--- src/rtl/irq_flag_cfg.svh ---
`ifndef IRQ_FLAG_CFG_SVH
`define IRQ_FLAG_CFG_SVH

// ------------------------------------------------------------
// Register indices (word index, byte address is index times 4)
// ------------------------------------------------------------
`define IDX_REQ12       14'h04ba
`define IDX_REQ13       14'h04bb
`define IDX_REQ14       14'h04bc
`define IDX_REQ15       14'h04bd
`define IDX_IRQ_STATUS  14'h04c0
`define IDX_IRQ_MASK    14'h04c1

// ------------------------------------------------------------
// Field positions
// ------------------------------------------------------------
`define BIT_DMA_ABORT    7
`define BIT_DMA_OVERRUN  6
`define BIT_DMA_DEST     5
`define BIT_DMA_SRC      4
`define BIT_SER_SUMMARY  3
`define BIT_SER_ERROR    2
`define BIT_SER_TX       1
`define BIT_SER_RX       0

// ------------------------------------------------------------
// Hardware-set flag layout per request byte (12,13,14,15)
// ------------------------------------------------------------
`define HW_FLAG_MAP      32'h0f0e_f0f0

// ------------------------------------------------------------
// Reset values
// ------------------------------------------------------------
`define RST_REQ          8'h00
`define RST_IRQ_STATUS   4'h0
`define RST_IRQ_MASK     4'h0

`endif

--- src/rtl/irq_flag_pkg.sv ---
package irq_flag_pkg;

  `include "irq_flag_cfg.svh"

  // Byte-wide flag image
  typedef logic [7:0] flag_byte_t;

  // Register selected by an APB address
  typedef enum logic [2:0] {
    SEL_NONE   = 3'b000,
    SEL_REQ12  = 3'b001,
    SEL_REQ13  = 3'b010,
    SEL_REQ14  = 3'b011,
    SEL_REQ15  = 3'b100,
    SEL_STATUS = 3'b101,
    SEL_MASK   = 3'b110
  } reg_sel_t;

  // Address decode, used by read and write paths
  function automatic reg_sel_t decode_addr(input logic [15:0] addr);
    reg_sel_t sel;
    sel = SEL_NONE;
    case (addr)
      {`IDX_REQ12, 2'b00}:      sel = SEL_REQ12;
      {`IDX_REQ13, 2'b00}:      sel = SEL_REQ13;
      {`IDX_REQ14, 2'b00}:      sel = SEL_REQ14;
      {`IDX_REQ15, 2'b00}:      sel = SEL_REQ15;
      {`IDX_IRQ_STATUS, 2'b00}: sel = SEL_STATUS;
      {`IDX_IRQ_MASK, 2'b00}:   sel = SEL_MASK;
      default:                  sel = SEL_NONE;
    endcase
    return sel;
  endfunction

endpackage

--- src/rtl/irq_status_mask.sv ---
`timescale 1ns/1ns
`include "irq_flag_cfg.svh"

module irq_status_mask (
  // Clock and reset
  input  wire logic       pclk,
  input  wire logic       presetn,
  // Events and read clear
  input  wire logic [3:0] event_in,
  input  wire logic [3:0] read_clear,
  // Mask write
  input  wire logic       mask_wr,
  input  wire logic [3:0] mask_data,
  // State and interrupt
  output logic      [3:0] status,
  output logic      [3:0] mask,
  output logic            irq
);

  logic [3:0] next_status;
  logic [3:0] next_mask;

  // Sticky status, set wins over read clear
  always_comb begin
    next_status = (status & ~read_clear) | event_in;
    next_mask   = mask_wr ? mask_data : mask;
  end

  // Status, mask and interrupt level
  always_ff @(posedge pclk or negedge presetn) begin
    if (!presetn) begin
      status <= `RST_IRQ_STATUS;
      mask   <= `RST_IRQ_MASK;
      irq    <= 1'b0;
    end else begin
      status <= next_status;
      mask   <= next_mask;
      irq    <= |(next_status & next_mask);
    end
  end

  a_irq_level: assert property (
    @(posedge pclk) disable iff (!presetn) irq == |(status & mask))
    else $error("interrupt level disagrees with status and mask");

endmodule // irq_status_mask

--- src/rtl/periph_irq_flags.sv ---
// Added by the designer: register access over APB.
`timescale 1ns/1ns
`include "irq_flag_cfg.svh"

module periph_irq_flags
  import irq_flag_pkg::*;
(
  // APB slave
  input  wire logic        pclk,
  input  wire logic        presetn,
  input  wire logic        psel,
  input  wire logic        penable,
  input  wire logic        pwrite,
  input  wire logic [15:0] paddr,
  input  wire logic [31:0] pwdata,
  input  wire logic [3:0]  pstrb,
  output logic      [31:0] prdata,
  output logic             pready,
  output logic             pslverr,
  // DMA channel 5 events
  input  wire logic        dma_ch5_abort_evt,
  input  wire logic        dma_ch5_overrun_evt,
  input  wire logic        dma_ch5_dest_count_evt,
  input  wire logic        dma_ch5_src_count_evt,
  // DMA channel 6 events
  input  wire logic        dma_ch6_abort_evt,
  input  wire logic        dma_ch6_overrun_evt,
  input  wire logic        dma_ch6_dest_count_evt,
  input  wire logic        dma_ch6_src_count_evt,
  // Serial unit 4 state
  input  wire logic [7:0]  serial4_irq_status,
  input  wire logic [7:0]  serial4_error_status,
  input  wire logic        serial4_tx_req,
  input  wire logic        serial4_rx_req,
  // Serial unit 5 state
  input  wire logic [7:0]  serial5_irq_status,
  input  wire logic [7:0]  serial5_error_status,
  input  wire logic        serial5_tx_req,
  input  wire logic        serial5_rx_req,
  // Other peripheral events
  input  wire logic        osc3_evt,
  input  wire logic        comparator2_evt,
  input  wire logic        logic_cell7_evt,
  input  wire logic        timer6_evt,
  input  wire logic        checksum_evt,
  input  wire logic        logic_cell8_evt,
  input  wire logic        nonvolatile_evt,
  // Flag images and interrupt
  output logic      [7:0]  irq_request_12,
  output logic      [7:0]  irq_request_13,
  output logic      [7:0]  irq_request_14,
  output logic      [7:0]  irq_request_15,
  output logic             irq
);

  // ------------------------------------------------------------
  // Declarations
  // ------------------------------------------------------------
  localparam logic [31:0] HW_MAP = `HW_FLAG_MAP;

  logic [31:0] set_all;
  logic [31:0] wdata_all;
  logic [31:0] hw_flags;
  logic [31:0] image;
  logic [31:0] prev_image;
  logic [3:0]  wr_byte;
  logic [3:0]  byte_rise;
  logic [3:0]  status;
  logic [3:0]  mask;
  logic [3:0]  read_clear;
  logic        serial4_summary_flag;
  logic        serial4_error_flag;
  logic        serial4_tx_flag;
  logic        serial4_rx_flag;
  logic        serial5_summary_flag;
  logic        serial5_error_flag;
  logic        serial5_tx_flag;
  logic        serial5_rx_flag;
  logic        setup;
  logic        xfer_done;
  logic        wr_done;
  reg_sel_t    setup_sel;
  reg_sel_t    done_sel;
  logic [31:0] next_prdata;
  logic        next_pslverr;

  // ------------------------------------------------------------
  // Bus phase decode
  // ------------------------------------------------------------
  assign setup     = psel && !penable;
  assign xfer_done = psel && penable && pready;
  assign wr_done   = xfer_done && pwrite && pstrb[0];
  assign setup_sel = decode_addr(paddr);
  assign done_sel  = decode_addr(paddr);

  // Per-byte write strobes for the request registers
  assign wr_byte[0] = wr_done && (done_sel == SEL_REQ12);
  assign wr_byte[1] = wr_done && (done_sel == SEL_REQ13);
  assign wr_byte[2] = wr_done && (done_sel == SEL_REQ14);
  assign wr_byte[3] = wr_done && (done_sel == SEL_REQ15);

  // ------------------------------------------------------------
  // Hardware-set flags
  // ------------------------------------------------------------
  // Event image in register layout, bytes 15..12
  assign set_all = {
    4'h0, timer6_evt, checksum_evt, logic_cell8_evt, nonvolatile_evt,
    4'h0, osc3_evt, comparator2_evt, logic_cell7_evt, 1'b0,
    dma_ch6_abort_evt, dma_ch6_overrun_evt,
    dma_ch6_dest_count_evt, dma_ch6_src_count_evt, 4'h0,
    dma_ch5_abort_evt, dma_ch5_overrun_evt,
    dma_ch5_dest_count_evt, dma_ch5_src_count_evt, 4'h0
  };
  assign wdata_all = {4{pwdata[7:0]}};

  // One cell per hardware-set bit, unused positions read zero
  genvar g;
  generate
    for (g = 0; g < 32; g = g + 1) begin : g_flag
      if (HW_MAP[g]) begin : g_cell
        request_flag_cell u_cell (
          .pclk    (pclk),
          .presetn (presetn),
          .hw_set  (set_all[g]),
          .sw_wr   (wr_byte[g / 8]),
          .sw_data (wdata_all[g]),
          .flag    (hw_flags[g])
        );
      end else begin : g_none
        assign hw_flags[g] = 1'b0;
      end
    end
  endgenerate

  // ------------------------------------------------------------
  // Serial unit mirrors, never written by software
  // ------------------------------------------------------------
  always_ff @(posedge pclk or negedge presetn) begin
    if (!presetn) begin
      serial4_summary_flag <= 1'b0;
      serial4_error_flag   <= 1'b0;
      serial4_tx_flag      <= 1'b0;
      serial4_rx_flag      <= 1'b0;
    end else begin
      serial4_summary_flag <= |serial4_irq_status;
      serial4_error_flag   <= |serial4_error_status;
      serial4_tx_flag      <= serial4_tx_req;
      serial4_rx_flag      <= serial4_rx_req;
    end
  end

  always_ff @(posedge pclk or negedge presetn) begin
    if (!presetn) begin
      serial5_summary_flag <= 1'b0;
      serial5_error_flag   <= 1'b0;
      serial5_tx_flag      <= 1'b0;
      serial5_rx_flag      <= 1'b0;
    end else begin
      serial5_summary_flag <= |serial5_irq_status;
      serial5_error_flag   <= |serial5_error_status;
      serial5_tx_flag      <= serial5_tx_req;
      serial5_rx_flag      <= serial5_rx_req;
    end
  end

  // ------------------------------------------------------------
  // Register images
  // ------------------------------------------------------------
  // Request 12 and 13 merge DMA cells with serial mirrors
  assign irq_request_12 = {hw_flags[7:4], serial4_summary_flag,
                           serial4_error_flag, serial4_tx_flag,
                           serial4_rx_flag};
  assign irq_request_13 = {hw_flags[15:12], serial5_summary_flag,
                           serial5_error_flag, serial5_tx_flag,
                           serial5_rx_flag};
  assign irq_request_14 = hw_flags[23:16];
  assign irq_request_15 = hw_flags[31:24];
  assign image = {irq_request_15, irq_request_14,
                  irq_request_13, irq_request_12};

  // ------------------------------------------------------------
  // Interrupt status: new flag in any request byte
  // ------------------------------------------------------------
  always_ff @(posedge pclk or negedge presetn) begin
    if (!presetn) begin
      prev_image <= 32'h0000_0000;
    end else begin
      prev_image <= image;
    end
  end

  // Rise of any bit in each byte
  generate
    for (g = 0; g < 4; g = g + 1) begin : g_rise
      assign byte_rise[g] = |(image[8*g +: 8] & ~prev_image[8*g +: 8]);
    end
  endgenerate

  // Only bits that were returned by the read are cleared
  assign read_clear = (xfer_done && !pwrite && done_sel == SEL_STATUS)
                      ? prdata[3:0] : 4'h0;

  irq_status_mask u_irq (
    .pclk       (pclk),
    .presetn    (presetn),
    .event_in   (byte_rise),
    .read_clear (read_clear),
    .mask_wr    (wr_done && done_sel == SEL_MASK),
    .mask_data  (pwdata[3:0]),
    .status     (status),
    .mask       (mask),
    .irq        (irq)
  );

  // ------------------------------------------------------------
  // APB read path and answer
  // ------------------------------------------------------------
  // Read data and error sampled in the setup cycle
  always_comb begin
    next_prdata  = 32'h0000_0000;
    next_pslverr = 1'b0;
    case (setup_sel)
      SEL_REQ12:  next_prdata[7:0] = irq_request_12;
      SEL_REQ13:  next_prdata[7:0] = irq_request_13;
      SEL_REQ14:  next_prdata[7:0] = irq_request_14;
      SEL_REQ15:  next_prdata[7:0] = irq_request_15;
      SEL_STATUS: next_prdata[3:0] = status;
      SEL_MASK:   next_prdata[3:0] = mask;
      default:    next_pslverr     = 1'b1;
    endcase
  end

  // Answer registers, one access cycle with no wait state
  always_ff @(posedge pclk or negedge presetn) begin
    if (!presetn) begin
      prdata  <= 32'h0000_0000;
      pready  <= 1'b0;
      pslverr <= 1'b0;
    end else begin
      pready  <= setup;
      pslverr <= setup && next_pslverr;
      if (setup && !pwrite) begin
        prdata <= next_prdata;
      end
    end
  end

  // ------------------------------------------------------------
  // Checks
  // ------------------------------------------------------------
  a_req12_layout: assert property (
    @(posedge pclk) disable iff (!presetn)
    dma_ch5_abort_evt || dma_ch5_src_count_evt |=>
      (!$past(dma_ch5_abort_evt) || irq_request_12[`BIT_DMA_ABORT]) &&
      (!$past(dma_ch5_src_count_evt) || irq_request_12[`BIT_DMA_SRC]))
    else $error("DMA5 flags not in request 12 bits 7 and 4");

  a_ser4_summary: assert property (
    @(posedge pclk) disable iff (!presetn)
    ##1 irq_request_12[`BIT_SER_SUMMARY] == $past(|serial4_irq_status))
    else $error("serial4 summary does not track its status");

  a_ser4_error: assert property (
    @(posedge pclk) disable iff (!presetn)
    (serial4_error_status == 8'h00) [*2] |->
      !irq_request_12[`BIT_SER_ERROR])
    else $error("serial4 error flag set with error status clear");

  a_ser4_rdonly: assert property (
    @(posedge pclk) disable iff (!presetn)
    wr_byte[0] |=>
      irq_request_12[1:0] == $past({serial4_tx_req, serial4_rx_req}))
    else $error("software write reached serial4 tx or rx flag");

  a_req13_read: assert property (
    @(posedge pclk) disable iff (!presetn)
    setup && !pwrite && paddr == {`IDX_REQ13, 2'b00} |=>
      pready && prdata == {24'h00_0000, $past(irq_request_13)})
    else $error("request 13 read returned wrong data");

  a_ser5_summary: assert property (
    @(posedge pclk) disable iff (!presetn)
    $fell(irq_request_13[`BIT_SER_SUMMARY]) |->
      $past(serial5_irq_status) == 8'h00)
    else $error("serial5 summary cleared with status still set");

  a_ser5_error: assert property (
    @(posedge pclk) disable iff (!presetn)
    $fell(irq_request_13[`BIT_SER_ERROR]) |->
      $past(serial5_error_status) == 8'h00)
    else $error("serial5 error cleared with error bits still set");

  a_ser5_rdonly: assert property (
    @(posedge pclk) disable iff (!presetn)
    wr_byte[1] |=>
      irq_request_13[1:0] == $past({serial5_tx_req, serial5_rx_req}))
    else $error("software write reached serial5 tx or rx flag");

  a_req14_layout: assert property (
    @(posedge pclk) disable iff (!presetn)
    osc3_evt |=> irq_request_14[3] ##0 irq_request_14[0] == 1'b0)
    else $error("request 14 oscillator flag misplaced");

  a_req15_layout: assert property (
    @(posedge pclk) disable iff (!presetn)
    timer6_evt || nonvolatile_evt |=>
      (!$past(timer6_evt) || irq_request_15[3]) &&
      (!$past(nonvolatile_evt) || irq_request_15[0]) &&
      irq_request_15[7:4] == 4'h0)
    else $error("request 15 flags misplaced");

  a_flag_reads_one: assert property (
    @(posedge pclk) disable iff (!presetn)
    setup && !pwrite && paddr == {`IDX_REQ15, 2'b00} &&
      irq_request_15[2] |=> prdata[2])
    else $error("latched checksum flag did not read as one");

  a_unmapped_err: assert property (
    @(posedge pclk) disable iff (!presetn)
    setup && decode_addr(paddr) == SEL_NONE |=> pready && pslverr)
    else $error("unmapped address not answered with an error");

  // Main scenarios
  c_dma_set_clear: cover property (
    @(posedge pclk) disable iff (!presetn)
    irq_request_12[`BIT_DMA_ABORT] ##1 wr_byte[0] ##1
      !irq_request_12[`BIT_DMA_ABORT]);

  c_set_and_clear: cover property (
    @(posedge pclk) disable iff (!presetn)
    wr_byte[0] && dma_ch5_overrun_evt && !pwdata[6]);

  c_irq_raised: cover property (
    @(posedge pclk) disable iff (!presetn) $rose(irq));

  c_status_read: cover property (
    @(posedge pclk) disable iff (!presetn) read_clear != 4'h0);

endmodule // periph_irq_flags

--- src/rtl/request_flag_cell.sv ---
`timescale 1ns/1ns
`include "irq_flag_cfg.svh"

module request_flag_cell (
  // Clock and reset
  input  wire logic pclk,
  input  wire logic presetn,
  // Hardware event and software write
  input  wire logic hw_set,
  input  wire logic sw_wr,
  input  wire logic sw_data,
  // Latched flag
  output logic      flag
);

  logic next_flag;

  // Set wins over a software clear
  always_comb begin
    next_flag = flag;
    if (sw_wr) begin
      next_flag = sw_data;
    end
    if (hw_set) begin
      next_flag = 1'b1;
    end
  end

  // Flag storage, only reset or a write may clear it
  always_ff @(posedge pclk or negedge presetn) begin
    if (!presetn) begin
      flag <= 1'b0;
    end else begin
      flag <= next_flag;
    end
  end

  // ------------------------------------------------------------
  // Checks
  // ------------------------------------------------------------
  a_event_sets_flag: assert property (
    @(posedge pclk) disable iff (!presetn) hw_set |=> flag)
    else $error("flag not set after hardware event");

  a_no_self_clear: assert property (
    @(posedge pclk) disable iff (!presetn)
    $fell(flag) |-> $past(sw_wr) && !$past(sw_data))
    else $error("flag cleared without a software write");

  a_set_beats_clear: assert property (
    @(posedge pclk) disable iff (!presetn)
    hw_set && sw_wr && !sw_data |=> flag ##1 (flag || $past(sw_wr)))
    else $error("simultaneous set and clear lost the event");

endmodule // request_flag_cell
--- config.mk ---
export PLATFORM = sky130hd
export DESIGN_NAME = periph_irq_flags
export DESIGN_NICKNAME = d
export VERILOG_FILES = /design/src/rtl/irq_flag_pkg.sv /design/src/rtl/irq_status_mask.sv /design/src/rtl/periph_irq_flags.sv /design/src/rtl/request_flag_cell.sv
export VERILOG_INCLUDE_DIRS = /design/src /design/src/rtl
export SDC_FILE = /design/constraint.sdc
export NUM_CORES = 1
export LEC_CHECK = 0
export BUFFER_PORTS_ARGS = -buffer_cell sky130_fd_sc_hd__buf_2
export CAP_MARGIN = 25
export CELL_PAD_IN_SITES_DETAIL_PLACEMENT = 0
export CELL_PAD_IN_SITES_GLOBAL_PLACEMENT = 1
export CORE_MARGIN = 2
export CORE_UTILIZATION = 33
export CTS_CLUSTER_DIAMETER = 200
export DETAILED_ROUTE_END_ITERATION = 12
export PLACE_DENSITY_LB_ADDON = 0.25
export SLEW_MARGIN = 10
export SYNTH_ARGS = -nofsm -noshare
export SYNTH_HDL_FRONTEND = slang
export SYNTH_SLANG_ARGS = --single-unit
export TNS_END_PERCENT = 1
--- constraint.sdc ---
create_clock -name pclk -period 2 [get_ports pclk]
set_clock_uncertainty 0.1 [all_clocks]
set_input_delay 0.4 -clock pclk [delete_from_list [all_inputs] [get_ports pclk]]
set_output_delay 0.4 -clock pclk [all_outputs]
set_load 0.005 [all_outputs]
==> impl_metrics.csv <==
group,metric,value,unit
finish,final_common_cell,"buf_2",
outcome,status,"finished, violations left",
critical_path,critPathLaunch,"paddr[14]",
critical_path,critical_path_class,"in -> reg",
synthesis,ys_seq_area_share,49.90,%
synthesis,yosys.area.top_type,"dfrtp_1",
synthesis,ys_async_sr_fraction,100.0,%
drt,drt_iter0_markers,103,
sta,finalSetupViolations,10,
cts,cts_made_buffers,9,
finish,area_growth,29.29,%
floorplan,core,0.009684,mm²
finish,layout.nets,552,
sta,fmax,0.4791,GHz
drt,dr.pass1.iters,4,
sta,post-route-min-period,2.087,ns
power_and_ir_drop,p_leak,1.997,nW
power_and_ir_drop,p_per_area,659.4,mW/mm²
synthesis,ys_types,47,
place,gp_congestion,0.8434,
drt,routed-via-count,2621,
critical_path,cp_max_fo,7,
critical_path,worstPathCellList,"buf_6 > or4b_4 > or4_4 > nor3_4 > nor2b_1 > a211o_1",
min_path,hold_path_class,"in -> reg",
drt,postRouteAntennaNets,0,
floorplan,dieHeight,103.4,µm
power_and_ir_drop,power.total,2.779,mW
synthesis,synth-main-ff-cell,"dfrtp_1",
critical_path,required,2.13,ns
finish,fin_util,43.51,%
critical_path,r2r_start,"serial5_error_flag$_DFF_PN0_",
place,dp_cells,563,
finish,diodes,0,
cts,cts_sinks,65,
power_and_ir_drop,ir_worst_vdd,0.3752,mV
place,portBuffers,114,
synthesis,synth.avg_cell_area,10.45,µm²
floorplan,io_pins,175,
cts,cts_buffer_depth,2,
critical_path,slowest_delay,0.59,ns
drt,wire_per_inst,14.06,µm
finish,final_cell_mix,"buf_2 (113), dfrtp_1 (65), buf_4 (37)",
floorplan,fp.dieArea,0.01069,mm²
finish,final_cells,582,
grt,globalRouteOverflowTotal,0,
grt,grt_pass1_vias,2574,
sta,maxSlewHeadroom,59.73,%
cts,root_buffer,"clkbuf_8",
sta,period_share,104.4,%
cts,clk_latency,0.35,ns
cts,cts_tree,"done",
floorplan,initial_utilization,33.66,%
synthesis,synth_edf_count,0,
outcome,failed_checks,"negative setup slack",
drt,drc,0,
critical_path,critical-path-top-delay-family,"simple AND/OR/NAND/NOR gates",
finish,fillers,985,
critical_path,cp.arrival,2.22,ns
synthesis,synth_top_area_share,49.90,%
synthesis,yosysWarnings,0,
synthesis,syn_inst,312,
grt,grt_antenna_before_repair,0,
critical_path,crit_buf_inv,1,
finish,drive_gt1_share,40.76,%
cts,clkTransAtPathRegs,0.07,ns
critical_path,critPathCaptureType,"flip-flop",
grt,grt_max_degree,37,
synthesis,syn_area,0.003259,mm²
cts,cts_htree_levels,3,
sta,slew_viol_final,0,
synthesis,ys_top_cells_by_area,"dfrtp_1 (50%), buf_4 (13%), nand2_1 (3.1%), nor2b_1 (2.7%), nor4_1 (2.5%)",
critical_path,ff2ff_setup_slack,0.02,ns
sta,hold_viol,0,
place,dp_hpwl,6.515,mm
critical_path,crit_path_end,"g_flag[7].g_cell.u_cell.flag$_DFFE_PN0P_",
floorplan,die_w,103.4,µm
critical_path,setup.worst_path.start_class,"input pin",
grt,grt_pass1_wl,13.06,mm
sta,tns,-0.5042,ns
critical_path,timing.rr.end,"u_irq.irq$_DFF_PN0_",
drt,viasPerCell,4.503,
sta,rsz0062_at_grt,"true",
critical_path,reg2regPathDepth,6,
floorplan,num_rows,36,
critical_path,cp.depth,6,
synthesis,ys_ff_latch,65,
drt,routed_wl,8.182,mm
sta,holdWs,0.06510,ns
sta,fin_ws,-0.08714,ns
grt,grt_use_total,16.44,%
critical_path,crit_slowest_cell,"or4_4",
sta,tightest_slew,0.6041,ns
flow_run,maxCapViolCount,0,
==> worst min path at each step <==
stage                   start                                   endpoint  slack (ns)  cells after the start
6_report       serial4_rx_req                  serial4_rx_flag$_DFF_PN0_        0.07                      1
4_1_cts        serial5_rx_req                  serial5_rx_flag$_DFF_PN0_        0.05                      1
3_5_place_dp          presetn  g_flag[17].g_cell.u_cell.flag$_DFFE_PN0P_        0.25                      1
5_1_grt        serial4_rx_req                  serial4_rx_flag$_DFF_PN0_        0.04                      1
3_3_place_gp          presetn  g_flag[17].g_cell.u_cell.flag$_DFFE_PN0P_        0.25                      1
2_1_floorplan         presetn  g_flag[12].g_cell.u_cell.flag$_DFFE_PN0P_       0.004                      0
==> cell families after synthesis <==
logic type | after synthesis | share of synthesized area [%]
other cells | 1 | 0.1151
simple gates | 111 | 20.61
compound gates | 49 | 11.17
mux | 7 | 2.150
flops | 65 | 49.90
buf+inv | 79 | 16.05
==> layout make-up <==
cell class / instances / area [µm²] / area share [%]
Timing Repair Buffer: 153 / 884.6 / 20.99
Inverter: 15 / 56.30 / 1.336
Sequential cell: 65 / 1627 / 38.60
Clock inverter: 1 / 30.03 / 0.7126
Multi-Input combinational cell: 200 / 1254 / 29.75
Tap cell: 133 / 166.4 / 3.949
Clock buffer: 15 / 196.4 / 4.662
==> sequential cells by signal, summed over array words and instances (netlist names), 4 cells and up <==
signal                     count
g_flag.g_cell.u_cell.flag     15
prdata                         8
prev_image                    23
u_irq.mask                     4
u_irq.status                   4
==> layer usage <==
| layer | wire length [µm] | track usage (%) | vias up |
|---|---|---|---|
| li1 | - | - | 1279 |
| met5 | 0 | 0 | - |
| met4 | 98 | 4.251 | 0 |
| met2 | 4175 | 27.89 | 88 |
| met3 | 424 | 4.503 | 9 |
| met1 | 3483 | 20.79 | 1245 |
==> cells in the mapped netlist (all sizes together), types with 3 or more instances <==
cell type	count
a211o	9
a22oi	4
a31oi	3
and3	4
buf	60
clkbuf	4
dfrtp	65
inv	15
mux2i	7
nand2	27
nand2b	6
nand3	12
nand3b	6
nor2	8
nor2b	14
nor4	16
o2111ai	3
o21ai	9
o2bb2ai	4
o31ai	4
or4	3
or4b	4
==> power breakdown <==
part / internal (mW) / switching (mW)
Clock: 0.747 / 0.496
Sequential: 1.33 / 0.00668
Combinational: 0.0948 / 0.109
Total: 2.17 / 0.612
==> stage by stage <==
stage,instance area [µm²],worst slack [ns]
global placement,3936,-0.5263
CTS,4192,-0.08409
detailed placement,3936,-0.5573
global route,4214,-0.1427
finish,4214,-0.08714
floorplan,3383,-0.4425
==> worst reg2reg max path, delay by kind of cell (launching register included) <==
kind	cells	cell delay, ns
and+or+nand+nor	1	0.14
DFF	1	0.37
AOI/OAI and AO/OA	4	1.04
buffers and inverters	1	0.20
==> timing repair <==
item	in CTS	in global routing
pin swaps	3	2
endpoints found under the hold margin	14	0
hold buffers	1	0
resized for setup	7	4
setup buffers	1	1
endpoints found under the setup margin	12	20
(Power assumes the default switching activity.)
